`config.mk`:
```
export PLATFORM = sky130hd
export DESIGN_NAME = fsps_top
export DESIGN_NICKNAME = d
export VERILOG_FILES = /design/src/logic/fsps_pkg.sv /design/src/logic/fsps_link_if.sv /design/src/logic/fsps_top.sv /design/src/logic/fsps_cond.sv /design/src/logic/fsps_irq.sv
export VERILOG_INCLUDE_DIRS = /design/src /design/src/logic
export SDC_FILE = /design/constraint.sdc
export NUM_CORES = 1
export LEC_CHECK = 0
export BUFFER_PORTS_ARGS = -buffer_cell sky130_fd_sc_hd__buf_2
export CORE_ASPECT_RATIO = 1.5
export CORE_UTILIZATION = 25
export DETAILED_ROUTE_END_ITERATION = 8
export SETUP_SLACK_MARGIN = 0.4
export SYNTH_ARGS = -nofsm -noshare
export SYNTH_HDL_FRONTEND = slang
export SYNTH_SLANG_ARGS = --single-unit
```
`constraint.sdc`:
```
create_clock -name pclk -period 1.65 [get_ports pclk]
set_clock_uncertainty 0.15 [all_clocks]
set_input_delay 0.0825 -clock pclk [delete_from_list [all_inputs] [get_ports pclk]]
set_output_delay 0.0825 -clock pclk [all_outputs]
set_load 0.005 [all_outputs]
```
`src/logic/fsps_defines.svh`:
```
`ifndef FSPS_DEFINES_SVH
`define FSPS_DEFINES_SVH

// Register byte offsets
`define FSPS_OFS_CTRL   8'h00
`define FSPS_OFS_THR    8'h04
`define FSPS_OFS_STAT   8'h08
`define FSPS_OFS_EVT    8'h0C
`define FSPS_OFS_MASK   8'h10

// One-hot register hit positions
`define FSPS_HIT_CTRL   0
`define FSPS_HIT_THR    1
`define FSPS_HIT_STAT   2
`define FSPS_HIT_EVT    3
`define FSPS_HIT_MASK   4
`define FSPS_NREG       5

// Selection codes routed to the pin
`define FSPS_SEL_TX_THR  6'h02
`define FSPS_SEL_TX_FULL 6'h03
`define FSPS_SEL_RX_OVF  6'h04
`define FSPS_SEL_TX_UNF  6'h05

// Condition vector bit positions
`define FSPS_C_THR      0
`define FSPS_C_FULL     1
`define FSPS_C_OVF      2
`define FSPS_C_UNF      3
`define FSPS_NCOND      4

// Field layout
`define FSPS_CTRL_SEL_LSB 0
`define FSPS_CTRL_SEL_MSB 5
`define FSPS_CTRL_INV     6
`define FSPS_STAT_PIN     4
`define FSPS_STAT_SELC    5
`define FSPS_STAT_LVL_LSB 8

// Reset values
`define FSPS_SEL_RST    6'h02
`define FSPS_INV_RST    1'h0
`define FSPS_THR_RST    8'h20
`define FSPS_MASK_RST   4'h0

`endif

```
`src/logic/fsps_pkg.sv`:
```
`include "fsps_defines.svh"
package fsps_pkg;
  typedef logic [`FSPS_NCOND-1:0] fsps_cond_t;
  typedef logic [`FSPS_NREG-1:0]  fsps_hit_t;
  typedef logic [5:0]             fsps_sel_t;
endpackage

```
`src/logic/fsps_link_if.sv`:
```
`timescale 1ns/1ps
`include "fsps_defines.svh"
interface fsps_link_if #(
  parameter int LVL_W = 7
);
  logic [LVL_W-1:0]     tx_level;
  logic [LVL_W-1:0]     thr;
  logic                 rx_overflow;
  logic                 tx_underflow;
  logic                 rx_flush;
  logic                 tx_flush;
  fsps_pkg::fsps_cond_t cond;
  fsps_pkg::fsps_cond_t evt_clr;
  logic                 evt_clr_we;
  fsps_pkg::fsps_cond_t mask;
  fsps_pkg::fsps_cond_t evt;
  logic                 irq;

  modport cond_mp (
    input  tx_level, thr, rx_overflow, tx_underflow, rx_flush, tx_flush,
    output cond
  );
  modport irq_mp (
    input  cond, evt_clr, evt_clr_we, mask,
    output evt, irq
  );
endinterface

```
`src/logic/fsps_top.sv`:
```
// Overview of operation
// - Code two: pin high while fill at/above threshold
// - Code three: high on full, low below threshold
// - Code four: high on RX overflow until flush
// - Code five: high on TX underflow until flush
//
// Register access over APB and the address map were decided locally.
`timescale 1ns/1ps
`include "fsps_defines.svh"
module fsps_top #(
  parameter int DEPTH  = 64,
  parameter int LVL_W  = 7,
  parameter int ADDR_W = 8
) (
  // Clock and reset
  input  wire logic              pclk,
  input  wire logic              presetn,
  // APB slave
  input  wire logic [ADDR_W-1:0] paddr,
  input  wire logic              psel,
  input  wire logic              penable,
  input  wire logic              pwrite,
  input  wire logic [31:0]       pwdata,
  input  wire logic [3:0]        pstrb,
  output logic      [31:0]       prdata,
  output logic                   pready,
  output logic                   pslverr,
  // FIFO side
  input  wire logic [LVL_W-1:0]  tx_level,
  input  wire logic              rx_overflow,
  input  wire logic              tx_underflow,
  input  wire logic              rx_flush,
  input  wire logic              tx_flush,
  // Status pin and interrupt
  output logic                   status_pin,
  output logic                   irq
);

  //////////////////////////////////////////////////////////////////////////////
  // Elaboration checks
  generate
    if (DEPTH < 2 || DEPTH >= (1 << LVL_W)) begin : g_bad_depth
      $error("fsps_top: DEPTH does not fit LVL_W");
    end
    if (LVL_W > 8 || ADDR_W < 5 || ADDR_W > 32) begin : g_bad_width
      $error("fsps_top: LVL_W or ADDR_W out of range");
    end
  endgenerate

  //////////////////////////////////////////////////////////////////////////////
  // Functions
  function automatic fsps_pkg::fsps_hit_t fsps_decode(input logic [ADDR_W-1:0] a);
    fsps_pkg::fsps_hit_t h;
    h = '0;
    h[`FSPS_HIT_CTRL] = (a == ADDR_W'(`FSPS_OFS_CTRL));
    h[`FSPS_HIT_THR]  = (a == ADDR_W'(`FSPS_OFS_THR));
    h[`FSPS_HIT_STAT] = (a == ADDR_W'(`FSPS_OFS_STAT));
    h[`FSPS_HIT_EVT]  = (a == ADDR_W'(`FSPS_OFS_EVT));
    h[`FSPS_HIT_MASK] = (a == ADDR_W'(`FSPS_OFS_MASK));
    return h;
  endfunction

  // Codes outside the four served here select a low level
  function automatic logic fsps_pick(input fsps_pkg::fsps_sel_t s, input fsps_pkg::fsps_cond_t c);
    logic r;
    r = 1'b0;
    case (s)
      `FSPS_SEL_TX_THR:  r = c[`FSPS_C_THR];
      `FSPS_SEL_TX_FULL: r = c[`FSPS_C_FULL];
      `FSPS_SEL_RX_OVF:  r = c[`FSPS_C_OVF];
      `FSPS_SEL_TX_UNF:  r = c[`FSPS_C_UNF];
      default:           r = 1'b0;
    endcase
    return r;
  endfunction

  //////////////////////////////////////////////////////////////////////////////
  // Declarations
  fsps_link_if #(.LVL_W(LVL_W)) lk ();

  fsps_pkg::fsps_sel_t  sel_reg;
  logic                 inv_reg;
  logic [LVL_W-1:0]     thr_reg;
  fsps_pkg::fsps_cond_t mask_reg;
  logic                 pin_reg;
  logic [31:0]          rdata_reg;
  fsps_pkg::fsps_hit_t  hit;
  logic                 setup_ph;
  logic                 access_ph;
  logic                 wr_ok;
  logic                 sel_cond;
  logic [31:0]          rdata_next;

  //////////////////////////////////////////////////////////////////////////////
  // Submodules
  assign lk.tx_level     = tx_level;
  assign lk.thr          = thr_reg;
  assign lk.rx_overflow  = rx_overflow;
  assign lk.tx_underflow = tx_underflow;
  assign lk.rx_flush     = rx_flush;
  assign lk.tx_flush     = tx_flush;
  assign lk.mask         = mask_reg;

  fsps_cond #(
    .DEPTH (DEPTH),
    .LVL_W (LVL_W)
  ) u_cond (
    .pclk    (pclk),
    .presetn (presetn),
    .lk      (lk.cond_mp)
  );

  fsps_irq u_irq (
    .pclk    (pclk),
    .presetn (presetn),
    .lk      (lk.irq_mp)
  );

  //////////////////////////////////////////////////////////////////////////////
  // APB decode
  assign hit       = fsps_decode(paddr);
  assign setup_ph  = psel && !penable;
  assign access_ph = psel && penable;
  assign pready    = 1'b1;
  assign pslverr   = access_ph && (hit == '0);
  assign wr_ok     = access_ph && pwrite && pstrb[0];

  assign lk.evt_clr_we = wr_ok && hit[`FSPS_HIT_EVT];
  assign lk.evt_clr    = pwdata[`FSPS_NCOND-1:0];

  //////////////////////////////////////////////////////////////////////////////
  // Control register
  always_ff @(posedge pclk or negedge presetn) begin
    if (!presetn) begin
      sel_reg <= `FSPS_SEL_RST;
      inv_reg <= `FSPS_INV_RST;
    end else if (wr_ok && hit[`FSPS_HIT_CTRL]) begin
      sel_reg <= pwdata[`FSPS_CTRL_SEL_MSB:`FSPS_CTRL_SEL_LSB];
      inv_reg <= pwdata[`FSPS_CTRL_INV];
    end
  end

  // Threshold register
  always_ff @(posedge pclk or negedge presetn) begin
    if (!presetn) begin
      thr_reg <= LVL_W'(`FSPS_THR_RST);
    end else if (wr_ok && hit[`FSPS_HIT_THR]) begin
      thr_reg <= pwdata[LVL_W-1:0];
    end
  end

  // Interrupt mask
  always_ff @(posedge pclk or negedge presetn) begin
    if (!presetn) begin
      mask_reg <= `FSPS_MASK_RST;
    end else if (wr_ok && hit[`FSPS_HIT_MASK]) begin
      mask_reg <= pwdata[`FSPS_NCOND-1:0];
    end
  end

  //////////////////////////////////////////////////////////////////////////////
  // Status pin
  assign sel_cond = fsps_pick(sel_reg, lk.cond);

  always_ff @(posedge pclk or negedge presetn) begin
    if (!presetn) begin
      pin_reg <= 1'b0;
    end else begin
      pin_reg <= sel_cond ^ inv_reg;
    end
  end

  //////////////////////////////////////////////////////////////////////////////
  // Read data, captured in the setup cycle
  always_comb begin
    rdata_next = '0;
    case (1'b1)
      hit[`FSPS_HIT_CTRL]: begin
        rdata_next[`FSPS_CTRL_SEL_MSB:`FSPS_CTRL_SEL_LSB] = sel_reg;
        rdata_next[`FSPS_CTRL_INV]                        = inv_reg;
      end
      hit[`FSPS_HIT_THR]: begin
        rdata_next[LVL_W-1:0] = thr_reg;
      end
      hit[`FSPS_HIT_STAT]: begin
        rdata_next[`FSPS_NCOND-1:0]                           = lk.cond;
        rdata_next[`FSPS_STAT_PIN]                            = pin_reg;
        rdata_next[`FSPS_STAT_SELC]                           = sel_cond;
        rdata_next[`FSPS_STAT_LVL_LSB +: LVL_W]               = tx_level;
      end
      hit[`FSPS_HIT_EVT]: begin
        rdata_next[`FSPS_NCOND-1:0] = lk.evt;
      end
      hit[`FSPS_HIT_MASK]: begin
        rdata_next[`FSPS_NCOND-1:0] = mask_reg;
      end
      default: begin
        rdata_next = '0;
      end
    endcase
  end

  always_ff @(posedge pclk or negedge presetn) begin
    if (!presetn) begin
      rdata_reg <= '0;
    end else if (setup_ph && !pwrite) begin
      rdata_reg <= rdata_next;
    end
  end

  assign prdata     = rdata_reg;
  assign status_pin = pin_reg;
  assign irq        = lk.irq;
endmodule

```
`src/logic/fsps_cond.sv`:
```
`timescale 1ns/1ps
`include "fsps_defines.svh"
module fsps_cond #(
  parameter int DEPTH = 64,
  parameter int LVL_W = 7
) (
  // Clock and reset
  input wire logic    pclk,
  input wire logic    presetn,
  // Link to the top
  fsps_link_if.cond_mp lk
);
  localparam logic [LVL_W-1:0] FULL_LVL = LVL_W'(DEPTH);

  logic thr_reg;
  logic full_reg;
  logic ovf_reg;
  logic unf_reg;

  //////////////////////////////////////////////////////////////////////////////
  // Threshold level
  always_ff @(posedge pclk or negedge presetn) begin
    if (!presetn) begin
      thr_reg <= 1'b0;
    end else begin
      thr_reg <= (lk.tx_level >= lk.thr);
    end
  end

  // Full with hysteresis down to the threshold; setting wins
  always_ff @(posedge pclk or negedge presetn) begin
    if (!presetn) begin
      full_reg <= 1'b0;
    end else if (lk.tx_level == FULL_LVL) begin
      full_reg <= 1'b1;
    end else if (lk.tx_level < lk.thr) begin
      full_reg <= 1'b0;
    end
  end

  // Receive overflow held until flush; a new overflow wins over the flush
  always_ff @(posedge pclk or negedge presetn) begin
    if (!presetn) begin
      ovf_reg <= 1'b0;
    end else if (lk.rx_overflow) begin
      ovf_reg <= 1'b1;
    end else if (lk.rx_flush) begin
      ovf_reg <= 1'b0;
    end
  end

  // Transmit underflow held until flush
  always_ff @(posedge pclk or negedge presetn) begin
    if (!presetn) begin
      unf_reg <= 1'b0;
    end else if (lk.tx_underflow) begin
      unf_reg <= 1'b1;
    end else if (lk.tx_flush) begin
      unf_reg <= 1'b0;
    end
  end

  always_comb begin
    lk.cond              = '0;
    lk.cond[`FSPS_C_THR]  = thr_reg;
    lk.cond[`FSPS_C_FULL] = full_reg;
    lk.cond[`FSPS_C_OVF]  = ovf_reg;
    lk.cond[`FSPS_C_UNF]  = unf_reg;
  end
endmodule

```
`src/logic/fsps_irq.sv`:
```
`timescale 1ns/1ps
`include "fsps_defines.svh"
module fsps_irq (
  // Clock and reset
  input wire logic   pclk,
  input wire logic   presetn,
  // Link to the top
  fsps_link_if.irq_mp lk
);
  fsps_pkg::fsps_cond_t prev_reg;
  fsps_pkg::fsps_cond_t evt_reg;
  logic                 irq_reg;

  // Each rising condition sets a sticky bit; the set wins over a clearing write
  genvar gi;
  generate
    for (gi = 0; gi < `FSPS_NCOND; gi++) begin : g_evt
      always_ff @(posedge pclk or negedge presetn) begin
        if (!presetn) begin
          prev_reg[gi] <= 1'b0;
          evt_reg[gi]  <= 1'b0;
        end else begin
          prev_reg[gi] <= lk.cond[gi];
          if (lk.cond[gi] && !prev_reg[gi]) begin
            evt_reg[gi] <= 1'b1;
          end else if (lk.evt_clr_we && lk.evt_clr[gi]) begin
            evt_reg[gi] <= 1'b0;
          end
        end
      end
    end
  endgenerate

  always_ff @(posedge pclk or negedge presetn) begin
    if (!presetn) begin
      irq_reg <= 1'b0;
    end else begin
      irq_reg <= |(evt_reg & lk.mask);
    end
  end

  assign lk.evt = evt_reg;
  assign lk.irq = irq_reg;
endmodule

```
======== After elaboration in Yosys (flattened, before gate mapping) ========
Cells that the tools add are included.
word-level totals
  input port bits ......................... 60
  flip-flop bits (word level) ............. 46
cells by class
  order comparisons ....................... 2
  reduce and logical (&&, ||, !) cells .... 34
  multiplexer cells ....................... 28
  bitwise logic cells ..................... 2
  equality and inequality tests ........... 9
operators by type and width
  kind                                                             count
  7-bit 2-to-1 mux                                                 3
  4-bit 2-to-1 mux                                                 5
  1-bit logical AND                                                18
  8-bit by 4-bit == test with 1-bit output, second input constant  2
  1-bit 2-to-1 mux                                                 16
  2-bit nonzero test                                               7
  6-bit by 2-bit == test with 1-bit output, second input constant  2
  6-bit by 3-bit == test with 1-bit output, second input constant  2
  8-bit by 3-bit == test with 1-bit output, second input constant  1
  8-bit by 5-bit == test with 1-bit output, second input constant  1
  8-bit logical NOT                                                1
  7-bit == test, second input constant                             1
  7-bit >= comparator                                              1
  7-bit < comparator                                               1
  1-bit logical NOT                                                6
  2-bit 2-to-1 mux                                                 3
  5-bit logical NOT                                                1
  4-bit AND                                                        1
  1-bit one-hot mux with 4 select lines                            1
  4-bit OR reduction                                               1
  1-bit bitwise XOR                                                1

======== Longest topological paths before layout ========
  depth after elaboration ................. 7
  gate-level depth with buffers ........... 6
  depth with buffers taken out ............ 6

======== By module ========
Synthesis repeated with hierarchy kept, for this count alone.
second synthesis, totals
  cells, all modules ...................... 216
  area, all modules ....................... 2397.3 um2
modules (own cells, without submodules)
  module     instances  area each (um2)  seq. area each (um2)  cells an instance
  fsps_top   1          1722.9           828.3                 150
  fsps_cond  1          365.4            100.1                 42
  fsps_irq   1          309.0            225.2                 24

======== Least setup slack after synthesis ========
OpenSTA, ideal clock, no wires.
  path type ............................... input to register
  from .................................... input paddr[7]
  to ...................................... register thr_reg[0] (netlist: lk.thr[0])
  required time ........................... 1375 ps
  path slack .............................. -40 ps
  stages .................................. 5
  arrival ................................. 1415 ps
  buffers on the path ..................... 1
  setup time .............................. 125 ps
  cells stage by stage .................... or4_4 -> nor2_8 -> and3_4 -> buf_12 -> mux2_4
between the ends
  cells in the longest elaborated chain, start to end .. 2
ends and longest elaborated chain
  what                                      RTL line         source
  start: declaration                        fsps_top.sv:19   input wire logic [ADDR_W-1:0] paddr,
  8-bit by 3-bit == test with 1-bit output  fsps_top.sv:56   h[`FSPS_HIT_THR] = (a == ADDR_W'(`FSPS_OFS_THR));
  1-bit logical AND                         fsps_top.sv:147  end else if (wr_ok && hit[`FSPS_HIT_THR]) begin
  end signal: assignment                    fsps_top.sv:146  thr_reg <= LVL_W'(`FSPS_THR_RST);
  end signal: assignment                    fsps_top.sv:148  thr_reg <= pwdata[LVL_W-1:0];
  end: declaration                          fsps_top.sv:83   logic [LVL_W-1:0] thr_reg;
Every way passes these cells.
A chain may end at the register's enable or synchronous reset.

======== Worst setup path after layout ========
  from .................................... register u_cond.full_reg
  to ...................................... register rdata_reg[1] (netlist: prdata[1])
between the ends
  cells in the longest elaborated chain, start to end .. 3
ends and longest elaborated chain
  what                           RTL line         source
  start: declaration             fsps_cond.sv:16  logic full_reg;
  start signal: assignment       fsps_cond.sv:33  full_reg <= 1'b0;
  start signal: assignment       fsps_cond.sv:35  full_reg <= 1'b1;
  start signal: assignment       fsps_cond.sv:37  full_reg <= 1'b0;
  4-bit 2-to-1 mux (3 in a row)  fsps_top.sv:177  case (1'b1)
  end signal: assignment         fsps_top.sv:207  rdata_reg <= rdata_next;
  end: declaration               fsps_top.sv:86   logic [31:0] rdata_reg;
Every way passes these cells.

==> run metrics <==
max reg flops=14; Sequential Power Share=43.3%; Mean Syn Cell Area=11.4 um2; post-route ant nets=0; FILL cells=967; Clk Latency, worst-skew pair=0.29 ns; Tot GR Track Use=13.2%; Nets=377; H-Tree Depth=2; post-DR vias/cell=4.67; yosys warns=0; die area=10400 um2; Synth top area share=44.3%; FF-to-FF End=prdata[1]; worst slew pin tran=0.524 ns; MaxCap Viol Count=0; clk slew on worst S/H paths=0.06 ns; global route total overflow=0; # rows=44; CP startpoint kind=flip-flop; WP depth=4; sw frac=22.7%; Worst path top cell family by delay=compound AO/OA/AOI/OAI gates; Worst R2R Start=u_cond.full_reg; Clock Path Buffers=2; RSZ-0062 raised after global routing=yes; slowest stage cell on the critical path=a222oi_1; area delta synth->final=43.5%; DR WL/cell=15.4 um; outcome=completed; initial antenna violation count=0; layout cell share with drive strength beyond 1=45.7%; crit-path max cell delay=0.42 ns; P_sw=0.615 mW; Clock power frac=43.6%; detailed-route DRC error count=0; commonest non-fill, non-tap cell in the layout=buf_2; I/O Buffers=48; Initial Util=25.7%; Syn Inst Count=219; crit path DAT=1.63 ns; Final Setup Violations=0; ys flop type=dfrtp_1; first-pass GRT wire length=10400 um; leading area contributor after synthesis=dfrtp_1; CP Capture Point=prdata[1]; vias in the first global route=2045; final hold viol count=0; final hold slack=0.0831 ns; Reg2Reg Depth=4; Routability Congestion=0.791; TritonCTS buffer count=5; # diodes=0; worst path cell trace=mux2_4 > a222oi_1 > o31ai_1 > o21a_1; IO Pins=96; sequential share of the synthesized area=46.4%; Hold WC Path Type=primary input to flip-flop; clk sink count=46; Worst VDD drop=0.389 mV; Core Region=9690 um2; die width=83.4 um; Slew headroom=64.7%; ys async rst share=100%; drt first pass iters=4; Fmax=0.629 GHz; CP max FO=2; synth top area cells=dfrtp_1, mux2_2, buf_4; die height=124 um; Distinct cells, synth=45; Clock Root Buffer=clkbuf_16; Final period util=96.4%; hpwl dp=4640 um; R2R setup slack=0.06 ns; CP Buf/Inv Count=0; Data required, critical path=1.68 ns; largest net degree at the start of global routing=47; Cell Area, Synth=2490 um2; Crit Path Category=flip-flop to flip-flop; setup_tns=0 ns; Leak=1.75 nW; drt total wl=6550 um; initial DRC count=77; part of the power in combinational logic=13.1%; worst setup path start=u_cond.full_reg; Slew Limit Fails=0; power per standard cell area=759 nW/um2; most frequent cells in the layout=buf_2, dfrtp_1, mux2_4; total number of vias=1991; #FFs+latches synth=46; CTS tree=yes; capturing element type of the critical path=flip-flop; internal power=2.09 mW; number of synthesized flops with an enable pin=0; Period minus WS final=1.59 ns
## worst min-delay path by stage
stage	slack (ns)	start	cells past startpoint	to
global placement	-0.07	presetn	2	prdata[12]
CTS	0.05	tx_level[2]	4	u_cond.thr_reg
floorplan	-0.36	presetn	0	inv_reg
detailed placement	-0.07	presetn	2	prdata[12]
finish	0.08	tx_level[6]	4	u_cond.thr_reg
global route	0.12	tx_level[6]	4	u_cond.thr_reg
## area by class of cell
| class | instances | area, um2 | area share [%] |
|---|---|---|---|
| multi-input combinational | 149 | 1360 | 38.1 |
| sequential | 46 | 1160 | 32.4 |
| timing repair buffer | 94 | 682 | 19.1 |
| tap | 115 | 144 | 4.03 |
| clock buffer | 7 | 143 | 4.00 |
| inverter | 14 | 52.6 | 1.47 |
| clock inverter | 1 | 30.0 | 0.842 |
## power groups by stage
stage / sequential (mW) / combinational [mW] / clock, mW
floorplan: 1.19 / 0.149 / 0
global placement: 1.19 / 0.263 / 0
detailed placement: 1.19 / 0.269 / 0
CTS: 1.17 / 0.331 / 1.21
global route: 1.17 / 0.389 / 1.25
finish: 1.17 / 0.353 / 1.18
## Yosys cell counts, types with 2 or more instances
cell	number
nand2b_1	5
nand3_1	7
mux2_4	7
o21a_1	5
buf_2	3
a22o_1	11
mux2_2	15
nand2_1	11
ha_1	7
buf_4	20
o21ai_0	3
nor3_1	2
nor2_1	11
dfstp_2	2
mux2i_1	4
clkbuf_1	3
nor4_1	2
conb_1	2
a21oi_1	6
dfrtp_1	44
o31ai_1	4
a222oi_1	4
a21o_1	2
nand4_1	2
inv_1	14
nor2b_1	3
a22oi_1	2
## through the flow
stage	total power, mW	cell area, um2	cells	utilization (%)	worst slack, ns
after detailed placement	1.46	2910	390	30.0	-0.136
after CTS	2.72	3440	425	35.5	0.0338
after global placement	1.46	2910	390	30.0	-0.119
after global routing	2.82	3570	426	36.8	-0.00439
final	2.71	3570	426	36.8	0.0590
after floorplan	1.34	2590	236	-	-0.0400
## what timing repair did
| item | 4_1_cts | 5_1_grt |
|---|---|---|
| endpoints found under the hold margin | 77 | 0 |
| gates resized for setup | 20 | 29 |
| setup buffers | 7 | 1 |
| setup endpoints to repair | 39 | 39 |
| pin swaps | 19 | 16 |
| hold buffers | 20 | 0 |
## worst min-delay path, cell delays in order
cell and delay (ns):
buf_2 0.11, ha_1 0.20, nor3_2 0.06, nand2_1 0.04
## kinds of logic after synthesis
logic type               count (synthesis)  share of synthesized area (%)
AO/OA/AOI/OAI                           42                           13.2
XOR/XNOR                                 1                          0.352
multiplexers                            26                           12.6
AND/OR/NAND/NOR                         54                           13.6
other                                    2                          0.302
flip-flops                              46                           46.4
adder cells (fa/ha/maj)                  7                           3.52
buffers and inverters                   41                           10.0
## metal layers
metal / track usage, % / wire (um)
met1: 14.2 / 2570
met2: 23.8 / 3470
met3: 2.52 / 249
met4: 8.37 / 262
met5: 0 / 0
(Power assumes the default switching activity.)
